### src/include/pmc_defs.svh
// Summary of operation
// State 00 normal, 01 wake-frame, 10 energy
// Host never writes reserved state 11
// State bits 13-12, reset 00, clear on wake
// Byte-test write wakes from low power
// Host writes only byte-test while not ready
// Writes ignored until first read after wake
// Control register readable in every state
// PHY reset bit 10 holds 100us, self-clears
// PHY reset writes ignored while bit high
// Wake-on-LAN enable bit 9 flags events
// Energy-detect enable bit 8 flags events
// Bit 6 picks open-drain or push-pull
// Cause field: none, energy, frame, multiple
// Cause bits 5-4 write-one-clear when ready
// Cause clears only with its source cleared
// Pulse mode gives 50ms, else static level
// Polarity bit sets push-pull active level
// Output enable gates only the pin
// Ready bit 0 set after stabilising
// Event inputs synchronised and latched
`ifndef PMC_DEFS_SVH
`define PMC_DEFS_SVH

// ----------------------------------------
// Register offsets
// ----------------------------------------
`define PMC_ADDR_W          8
`define PMC_OFF_CTRL        8'h84
`define PMC_OFF_BYTE_TEST   8'h64

// ----------------------------------------
// Field positions in the control register
// ----------------------------------------
`define PMC_BIT_STATE_HI    13
`define PMC_BIT_STATE_LO    12
`define PMC_BIT_PHY_SOFT_RESET     10
`define PMC_BIT_WAKE_ON_LAN_ENABLE      9
`define PMC_BIT_ENERGY_DETECT_ENABLE       8
`define PMC_BIT_BUF_TYPE    6
`define PMC_BIT_CAUSE_HI    5
`define PMC_BIT_CAUSE_LO    4
`define PMC_BIT_PULSE       3
`define PMC_BIT_POL         2
`define PMC_BIT_OUT_EN      1
`define PMC_BIT_READY       0

// ----------------------------------------
// Reset values
// ----------------------------------------
`define PMC_RST_STATE       2'h0
`define PMC_RST_CAUSE       2'h0

// ----------------------------------------
// Timing
// ----------------------------------------
`define PMC_CLK_PS          8000
`define PMC_PHY_SOFT_RESET_US      100
`define PMC_PULSE_MS        50
`define PMC_READY_CYC       16
// Least time: round up to whole cycles
`define PMC_PHY_SOFT_RESET_CYC \
    ((`PMC_PHY_SOFT_RESET_US * 1000000 + `PMC_CLK_PS - 1) / `PMC_CLK_PS)
// Pulse length: round down
`define PMC_PULSE_CYC \
    ((`PMC_PULSE_MS * 64'd1000000000) / `PMC_CLK_PS)

`endif

### src/include/pmc_pkg.sv
package pmc_pkg;

    // ----------------------------------------
    // Power states
    // ----------------------------------------
    typedef enum logic [1:0]
    {
        PMC_NORMAL = 2'h0,
        PMC_WAKE   = 2'h1,
        PMC_ENERGY = 2'h2,
        PMC_RSVD   = 2'h3
    } pmc_state_type;

    // Counter width shared by all timers
    localparam int PMC_CNT_W = 24;
    typedef logic [PMC_CNT_W-1:0] pmc_cnt_type;

    // ----------------------------------------
    // Whole state of the controller
    // ----------------------------------------
    typedef struct packed
    {
        pmc_state_type state;
        logic          read_seen;
        logic          ready;
        pmc_cnt_type   ready_cnt;
        logic          phy_soft_reset;
        pmc_cnt_type   phy_cnt;
        logic          wake_on_lan_enable;
        logic          energy_detect_enable;
        logic          buf_type;
        logic [1:0]    cause;
        logic          pulse_mode;
        logic          pol;
        logic          out_en;
        pmc_cnt_type   pulse_cnt;
        logic [31:0]   rdata;
        logic          pin_out;
        logic          pin_oe;
        logic          irq;
    } pmc_regs_type;

endpackage

### src/hw/pmc_sync.sv
`timescale 1ns/1ps
// ----------------------------------------
// Two-stage level synchroniser, per bit
// ----------------------------------------
module pmc_sync
#(
    parameter int WIDTH = 2
)
(
    // Clock and reset
    input  wire logic             clk_sys,
    input  wire logic             arst_n,
    // Asynchronous levels in
    input  wire logic [WIDTH-1:0] async_in,
    // Synchronised levels out
    output logic      [WIDTH-1:0] sync_out
);

    generate
        // Each bit gets its own pair of stages
        for (genvar i = 0; i < WIDTH; i++)
        begin : g_bit
            logic meta_r;
            logic sync_r;
            // First stage feeds only the second
            always_ff @(posedge clk_sys or negedge arst_n)
            begin
                if (!arst_n)
                begin
                    meta_r <= 1'b0;
                    sync_r <= 1'b0;
                end
                else
                begin
                    meta_r <= async_in[i];
                    sync_r <= meta_r;
                end
            end
            assign sync_out[i] = sync_r;
        end
    endgenerate

endmodule

### src/hw/pmc_power_ctrl.sv
// Implementation choice: strobed register access.
`timescale 1ns/1ps
`include "pmc_defs.svh"
module pmc_power_ctrl
#(
    parameter int PHY_SOFT_RESET_CYC = `PMC_PHY_SOFT_RESET_CYC,
    parameter int PULSE_CYC   = int'(`PMC_PULSE_CYC),
    parameter int READY_CYC   = `PMC_READY_CYC
)
(
    // Clock and reset
    input  wire logic                   clk_sys,
    input  wire logic                   arst_n,
    // Register port
    input  wire logic [`PMC_ADDR_W-1:0] reg_addr,
    input  wire logic [31:0]            reg_wdata,
    input  wire logic                   reg_wr,
    input  wire logic                   reg_rd,
    output logic      [31:0]            reg_rdata,
    // Wake event sources, asynchronous levels
    input  wire logic                   wake_frame_evt,
    input  wire logic                   energy_evt,
    // Device-side status
    output pmc_pkg::pmc_state_type      power_state_select,
    output logic                        phy_reset_out,
    output logic                        wake_irq_flag,
    // Wake event pin
    output logic                        wake_event_out_o,
    output logic                        wake_event_out_oe
);
    import pmc_pkg::*;

    // ----------------------------------------
    // Parameter checks
    // ----------------------------------------
    // Timers are PMC_CNT_W bits wide
    initial
    begin
        if (PHY_SOFT_RESET_CYC < 1 || PHY_SOFT_RESET_CYC >= (1 << PMC_CNT_W))
            $error("PHY_SOFT_RESET_CYC out of range");
        if (PULSE_CYC < 1 || PULSE_CYC >= (1 << PMC_CNT_W))
            $error("PULSE_CYC out of range");
        if (READY_CYC < 1 || READY_CYC >= (1 << PMC_CNT_W))
            $error("READY_CYC out of range");
    end

    // Timer loads at counter width
    localparam pmc_cnt_type PHY_LOAD   = PMC_CNT_W'(PHY_SOFT_RESET_CYC);
    localparam pmc_cnt_type PULSE_LOAD = PMC_CNT_W'(PULSE_CYC);
    localparam pmc_cnt_type READY_LOAD = PMC_CNT_W'(READY_CYC);

    // ----------------------------------------
    // Event synchronisers
    // ----------------------------------------
    logic [1:0] evt_sync;     // [1] frame, [0] energy
    logic       frame_lvl;    // Synchronised wake frame level
    logic       energy_lvl;   // Synchronised energy level

    // Pin levels cross in two stages before use
    pmc_sync #(.WIDTH(2)) u_sync
    (
        .clk_sys  (clk_sys),
        .arst_n   (arst_n),
        .async_in ({wake_frame_evt, energy_evt}),
        .sync_out (evt_sync)
    );

    assign frame_lvl  = evt_sync[1];
    assign energy_lvl = evt_sync[0];

    // ----------------------------------------
    // State registers
    // ----------------------------------------
    pmc_regs_type regs_r;     // Current state
    pmc_regs_type regs_nxt;   // Next state

    // Decoded accesses
    logic        hit_ctrl;    // Address hits control register
    logic        hit_test;    // Address hits byte-test register
    logic        wr_ok;       // Write allowed to take effect
    logic        frame_hit;   // Enabled wake frame event
    logic        energy_hit;  // Enabled energy event
    logic        wake_now;    // Leave low power this cycle
    logic [1:0]  cause_set;   // Cause bits set this cycle
    logic [1:0]  cause_clr;   // Cause bits cleared this cycle
    logic        low_power;   // In a reduced power state
    logic        active;      // Pin should show active
    logic [31:0] rd_word;     // Assembled control word

    assign hit_ctrl = (reg_addr == `PMC_OFF_CTRL);
    assign hit_test = (reg_addr == `PMC_OFF_BYTE_TEST);

    // ----------------------------------------
    // Next-state logic
    // ----------------------------------------
    always_comb
    begin
        regs_nxt  = regs_r;
        low_power = (regs_r.state != PMC_NORMAL);

        // No control write counts before the first read
        wr_ok = reg_wr && regs_r.read_seen;

        // Events only count when their enable is set
        frame_hit  = frame_lvl  && regs_r.wake_on_lan_enable;
        energy_hit = energy_lvl && regs_r.energy_detect_enable;

        // Any write to byte-test wakes, read or not
        wake_now = low_power && reg_wr && hit_test;
        // Enabled events in a low-power state wake too
        if (low_power && (frame_hit || energy_hit))
            wake_now = 1'b1;

        // ------------------------------------
        // Read tracking
        // ------------------------------------
        // Any read arms the write path
        if (reg_rd)
            regs_nxt.read_seen = 1'b1;

        // ------------------------------------
        // Ready timer
        // ------------------------------------
        if (!regs_r.ready)
        begin
            // Still settling; count down then declare ready
            if (regs_r.ready_cnt <= PMC_CNT_W'(1))
                regs_nxt.ready = !low_power;
            else
                regs_nxt.ready_cnt = regs_r.ready_cnt - 1'b1;
        end

        // ------------------------------------
        // PHY reset timer
        // ------------------------------------
        if (regs_r.phy_soft_reset)
        begin
            // Held for the full minimum, then self-clears
            if (regs_r.phy_cnt <= PMC_CNT_W'(1))
                regs_nxt.phy_soft_reset = 1'b0;
            else
                regs_nxt.phy_cnt = regs_r.phy_cnt - 1'b1;
        end

        // ------------------------------------
        // Control register writes
        // ------------------------------------
        cause_clr = 2'b00;
        if (wr_ok && hit_ctrl && regs_r.ready)
        begin
            // Enables and pin options
            regs_nxt.wake_on_lan_enable     = reg_wdata[`PMC_BIT_WAKE_ON_LAN_ENABLE];
            regs_nxt.energy_detect_enable      = reg_wdata[`PMC_BIT_ENERGY_DETECT_ENABLE];
            regs_nxt.buf_type   = reg_wdata[`PMC_BIT_BUF_TYPE];
            regs_nxt.pulse_mode = reg_wdata[`PMC_BIT_PULSE];
            regs_nxt.pol        = reg_wdata[`PMC_BIT_POL];
            regs_nxt.out_en     = reg_wdata[`PMC_BIT_OUT_EN];

            // PHY reset starts only while idle
            if (reg_wdata[`PMC_BIT_PHY_SOFT_RESET] && !regs_r.phy_soft_reset)
            begin
                regs_nxt.phy_soft_reset = 1'b1;
                regs_nxt.phy_cnt = PHY_LOAD;
            end

            // Cause clears only in normal state with ready
            if (!low_power)
                cause_clr = reg_wdata[`PMC_BIT_CAUSE_HI:
                                      `PMC_BIT_CAUSE_LO];

            // Enter a low-power state; reserved code dropped
            unique case (pmc_state_type'(
                         reg_wdata[`PMC_BIT_STATE_HI:
                                   `PMC_BIT_STATE_LO]))
                PMC_WAKE, PMC_ENERGY:
                begin
                    regs_nxt.state = pmc_state_type'(
                        reg_wdata[`PMC_BIT_STATE_HI:
                                  `PMC_BIT_STATE_LO]);
                    // Not ready again until woken and settled
                    regs_nxt.ready = 1'b0;
                end
                PMC_NORMAL:
                    regs_nxt.state = regs_r.state;
                PMC_RSVD:
                    regs_nxt.state = regs_r.state;
            endcase
        end

        // ------------------------------------
        // Wake-up: state self-clears
        // ------------------------------------
        if (wake_now)
        begin
            regs_nxt.state     = PMC_NORMAL;
            regs_nxt.read_seen = 1'b0;
            regs_nxt.ready     = 1'b0;
            regs_nxt.ready_cnt = READY_LOAD;
        end

        // ------------------------------------
        // Wake cause latch
        // ------------------------------------
        // Bit 0 energy, bit 1 frame; both give 11
        cause_set = {frame_hit, energy_hit};
        // A clear needs its source gone; a set wins
        cause_clr = cause_clr & ~{frame_lvl, energy_lvl};
        regs_nxt.cause = (regs_r.cause & ~cause_clr)
                       | cause_set;

        // Internal flag ignores the output enable
        regs_nxt.irq = |regs_nxt.cause;

        // ------------------------------------
        // Pulse timer for the event pin
        // ------------------------------------
        // A fresh event restarts the pulse window
        if (|(cause_set & ~regs_r.cause))
            regs_nxt.pulse_cnt = PULSE_LOAD;
        else if (regs_r.pulse_cnt != '0)
            regs_nxt.pulse_cnt = regs_r.pulse_cnt - 1'b1;

        // ------------------------------------
        // Event pin drive
        // ------------------------------------
        // Clearing cause or enable drops the pin
        if (regs_nxt.pulse_mode)
            active = regs_nxt.irq && (regs_nxt.pulse_cnt != '0);
        else
            active = regs_nxt.irq;
        active = active && regs_nxt.out_en;

        if (regs_nxt.buf_type)
        begin
            // Push-pull: always driven, polarity applies
            regs_nxt.pin_oe  = 1'b1;
            regs_nxt.pin_out = regs_nxt.pol ? active
                                            : !active;
        end
        else
        begin
            // Open-drain: pull low only, polarity ignored
            regs_nxt.pin_oe  = active;
            regs_nxt.pin_out = 1'b0;
        end

        // ------------------------------------
        // Read data
        // ------------------------------------
        // Readable in every power state
        rd_word = 32'h0000_0000;
        rd_word[`PMC_BIT_STATE_HI:`PMC_BIT_STATE_LO] = regs_r.state;
        rd_word[`PMC_BIT_PHY_SOFT_RESET]  = regs_r.phy_soft_reset;
        rd_word[`PMC_BIT_WAKE_ON_LAN_ENABLE]   = regs_r.wake_on_lan_enable;
        rd_word[`PMC_BIT_ENERGY_DETECT_ENABLE]    = regs_r.energy_detect_enable;
        rd_word[`PMC_BIT_BUF_TYPE] = regs_r.buf_type;
        rd_word[`PMC_BIT_CAUSE_HI:`PMC_BIT_CAUSE_LO] = regs_r.cause;
        rd_word[`PMC_BIT_PULSE]    = regs_r.pulse_mode;
        rd_word[`PMC_BIT_POL]      = regs_r.pol;
        rd_word[`PMC_BIT_OUT_EN]   = regs_r.out_en;
        rd_word[`PMC_BIT_READY]    = regs_r.ready;

        // Data stands one cycle after the strobe only
        if (reg_rd && hit_ctrl)
            regs_nxt.rdata = rd_word;
        else
            regs_nxt.rdata = 32'h0000_0000;
    end

    // ----------------------------------------
    // State register
    // ----------------------------------------
    // Reset starts settling so ready rises later
    always_ff @(posedge clk_sys or negedge arst_n)
    begin
        if (!arst_n)
        begin
            regs_r            <= '0;
            regs_r.state      <= pmc_state_type'(`PMC_RST_STATE);
            regs_r.cause      <= `PMC_RST_CAUSE;
            regs_r.ready_cnt  <= READY_LOAD;
            regs_r.pin_out    <= 1'b0;
            regs_r.pin_oe     <= 1'b0;
        end
        else
        begin
            regs_r <= regs_nxt;
        end
    end

    // ----------------------------------------
    // Outputs, all from flops
    // ----------------------------------------
    assign reg_rdata          = regs_r.rdata;
    assign power_state_select = regs_r.state;
    assign phy_reset_out      = regs_r.phy_soft_reset;
    assign wake_irq_flag      = regs_r.irq;
    assign wake_event_out_o   = regs_r.pin_out;
    assign wake_event_out_oe  = regs_r.pin_oe;

endmodule

### config.mk
export PLATFORM = sky130hd
export DESIGN_NAME = pmc_power_ctrl
export DESIGN_NICKNAME = d
export VERILOG_FILES = /design/src/include/pmc_pkg.sv /design/src/hw/pmc_sync.sv /design/src/hw/pmc_power_ctrl.sv
export VERILOG_INCLUDE_DIRS = /design/src /design/src/include
export SDC_FILE = /design/constraint.sdc
export NUM_CORES = 1
export LEC_CHECK = 0
export BUFFER_PORTS_ARGS = -buffer_cell sky130_fd_sc_hd__buf_4
export CORE_AREA = 3 3 127 129
export CTS_BUF_LIST = sky130_fd_sc_hd__clkbuf_8
export DETAILED_ROUTE_END_ITERATION = 10
export DIE_AREA = 0 0 130 132
export HOLD_SLACK_MARGIN = 0.06
export MAX_ROUTING_LAYER = met4
export PLACE_DENSITY_LB_ADDON = 0.15
export SLEW_MARGIN = 20
export SYNTH_ARGS = -nofsm -noshare
export SYNTH_HDL_FRONTEND = slang
export SYNTH_SLANG_ARGS = --single-unit
### constraint.sdc
create_clock -name clk_sys -period 3.2 [get_ports clk_sys]
set_input_delay 0.48 -clock clk_sys [delete_from_list [all_inputs] [get_ports clk_sys]]
set_output_delay 0.48 -clock clk_sys [all_outputs]
set_load 0.01 [all_outputs]
==> flow_summary.ini <==
[placed_design]
portBuffers = 42
hpwl_mm = 8.006
place_congestion = 0.8323
placedInstanceArea_sq_um = 5763

[routing]
vias = 3823
drcViolationCount = 0
drt-total-wl_mm = 11.23
antenna_left = 0
wl_per_cell_microns = 14.41
drt_iter0_markers = 208
viasPerCell = 4.908
dr.pass1.iters = 4

[setup_path]
rr_startpoint = regs_r[36]
start_kind = register
reg2regPathDepth = 10
cp.required_ns = 3.51
crit_fanout = 4
critical_path_class = register to register
reg2reg_slack_ns = 0.18
timing.rr.end = wake_event_out_o
cp_data_arrival_time_ns = 3.33
end_kind = register

[synthesis]
synthFlopType = dfrtp_1
synth_edf_count = 0
synth.distinct_cells = 55
seq_area_frac_synth_pct = 49.74
syn_area_per_cell_sq_um = 9.712
async_flop_share_pct = 100.0
ys_warn_count = 0
ys_ff_latch = 104
synth_area_sq_um = 5235
syn_inst = 539

[cts]
ctsHtreeMaxLevel = 3
cts_inserted_buffers = 9
clk_pin_slew_ns = 0.10
clkLatencyLatePin_ns = 0.38
cts_sinks = 104
cts.path.max_buffers = 2
cts_root_buffer = clkbuf_8
cts-hold-fix-buffers = 0
cts_tree = built

[cells_and_area]
final_area_sq_um = 6008
multi_input_area_sq_um = 2360
syn_to_final_growth_pct = 14.77
drive_gt1_share_pct = 17.77
seq_area_sq_um = 2604
nets = 638
diodes = 0
nFillCells = 1498

[timing]
fin_crit_sh_pct = 94.30
max_slew_margin_pct = 52.76
slew_violations = 0
rsz0062_at_grt = no
finalSetupViolations = 0
finalHoldViolCount = 0
min_period_ns = 3.018
tns_ns = 0
fmax_ghz = 0.3314
worst_pin_slew_ns = 0.6994
fin_worst_skew_ns = 0.01106

[hold_path]
hp-class = primary input to asynchronous set/reset pin

[global_route]
grt_pass1_vias = 3766
grt-ovfl-total = 0
antenna_found_initial = 0
track_usage_pct = 14.43
grt_start_max_net_pins = 55
grt_first_pass_wirelength_mm = 19.23

[power]
ir_drop_mv = 0.3132
power-per-cell-area_nw_per_um2 = 621.3
p_leak_nw = 2.636

[floorplan]
die-width_microns = 130
fp.dieH_microns = 132
io_pins = 84
start_util_pct = 34.56
num_rows = 45
dieArea_sq_um = 17160
coreArea_sq_um = 15150

[flow_run]
maxCapViolations = 0

[outcome]
outcome = finished clean
[cells in the mapped netlist (2+ instances only)]
cell      instances  area share (%)
o21ai_0          27             2.6
and3_1            3            0.36
nor4_1           11             1.3
nor3_1           27             2.6
mux2i_1           4            0.76
clkbuf_1         13            0.93
a21oi_1          21             2.0
or3_1            11             1.3
or4_1             6            0.86
xnor2_1          24             4.0
or4_4             3            0.65
o22ai_1           2            0.24
nand3_1          13             1.2
nand2b_1          6            0.72
ha_1              6             1.4
o211ai_1          6            0.86
nor2b_1           4            0.48
and4b_1           3            0.57
buf_4            35             5.0
nand2_1          43             3.1
inv_1            17             1.2
nor4b_1           3            0.50
dfrtp_1         103              49
nor2_1           59             4.2
or3_2             2            0.29
or2_2             6            0.72
xor2_1           18             3.0
o41ai_1           2            0.33
o31ai_1           7             1.0
and2_1           15             1.8
nor3b_1           3            0.43
nand4_1           8            0.96
nand3b_1          3            0.43
a211oi_1          2            0.29
nand4b_1          3            0.50
[flip-flops by register name, indices dropped and copies added, names as in the netlist, 2 cells and up]
name,count
regs_r,73
reg_rdata,12
rd_word,9
u_sync.g_bit.meta_r,2
u_sync.g_bit.sync_r,2
power_state_select,2
[worst max-delay path: stages (launching register included)]
cell and delay [ns]:
dfrtp_1 0.40, inv_1 0.09, ha_1 0.17, nor2b_1 0.12
and4b_1 0.25, or4b_2 0.71, xor2_2 0.18, nand4_1 0.13
or4_4 0.45, o41a_1 0.37, nand3_1 0.09
[where the power goes]
part           total [W]  leakage [nW]  internal, W  switching, W
registers        0.00190          1.25      0.00158      0.000319
clock network   0.000894         0.112     0.000436      0.000459
logic           0.000937          1.28     0.000444      0.000492
[kinds of logic (layout without fill, tap and decap cells)]
logic type / Yosys count / count (layout) / synth area share (%)
xor gates and xnor gates: 42 / 42 / 7.027
DFF: 104 / 104 / 49.74
AOI/OAI and AO/OA: 77 / 77 / 9.393
muxes: 5 / 5 / 0.9799
adders and majority gates: 6 / 6 / 1.434
buffers and inverters: 66 / 99 / 7.266
and+or+nand+nor: 238 / 238 / 24.09
other: 1 / 20 / 0.07163
[routing by layer]
| layer | up-vias | GRT usage [%] | wire length [microns] |
|---|---|---|---|
| li1 | 1920 | - | - |
| met1 | 1822 | 20.60 | 5581 |
| met2 | 75 | 20.80 | 5027 |
| met3 | 6 | 3.890 | 527 |
| met4 | 0 | 2.771 | 89 |
| met5 | - | - | 0 |
[stage by stage]
stage / worst slack, ns / cells / hold slack, ns / power [W] / util [%]
6_report: 0.1825 / 779 / 0.1493 / 0.003733 / 39.67
5_1_grt: 0.03047 / 779 / 0.1832 / 0.004030 / 39.67
4_1_cts: 0.03774 / 778 / 0.1580 / 0.003752 / 39.45
3_5_place_dp: 0.06597 / 762 / 0.3347 / 0.002838 / 38.05
3_3_place_gp: 0.09455 / 762 / 0.3398 / 0.002809 / 38.05
2_1_floorplan: 0.1074 / 558 / 0.1844 / 0.002534 / -
[worst max path at each step]
stage	from	cells after the start	to
2_1_floorplan	regs_r[35]	10	wake_event_out_o
3_3_place_gp	regs_r[71]	8	regs_r[69]
3_5_place_dp	regs_r[71]	8	regs_r[67]
4_1_cts	regs_r[71]	8	regs_r[67]
5_1_grt	regs_r[35]	10	wake_event_out_o
6_report	regs_r[36]	10	wake_event_out_o
[layout by cell type (no fill, tap or decap), drive strengths merged, types with 18 or more instances in the layout]
master,netlist,final
buf,36,66
nor2,60,60
conb,1,20
xnor2,24,24
nor3,27,27
dfrtp,103,103
xor2,18,18
o21ai,27,27
nand2,43,43
inv,17,19
a21oi,21,21
[layout make-up]
type	count	area share, %
flip-flops and latches	104	43.34
multi-input cells	388	39.28
repair buffers	66	8.871
well taps	188	3.915
clock buffers	9	2.062
clock inverters	7	1.479
inverters	17	1.062
[what timing repair did]
item                                    4_1_cts  5_1_grt
gates resized for setup                       0        6
endpoints found under the setup margin        0        6
setup buffers                                 0        1
Note: power is estimated with default switching activity, not from simulation.
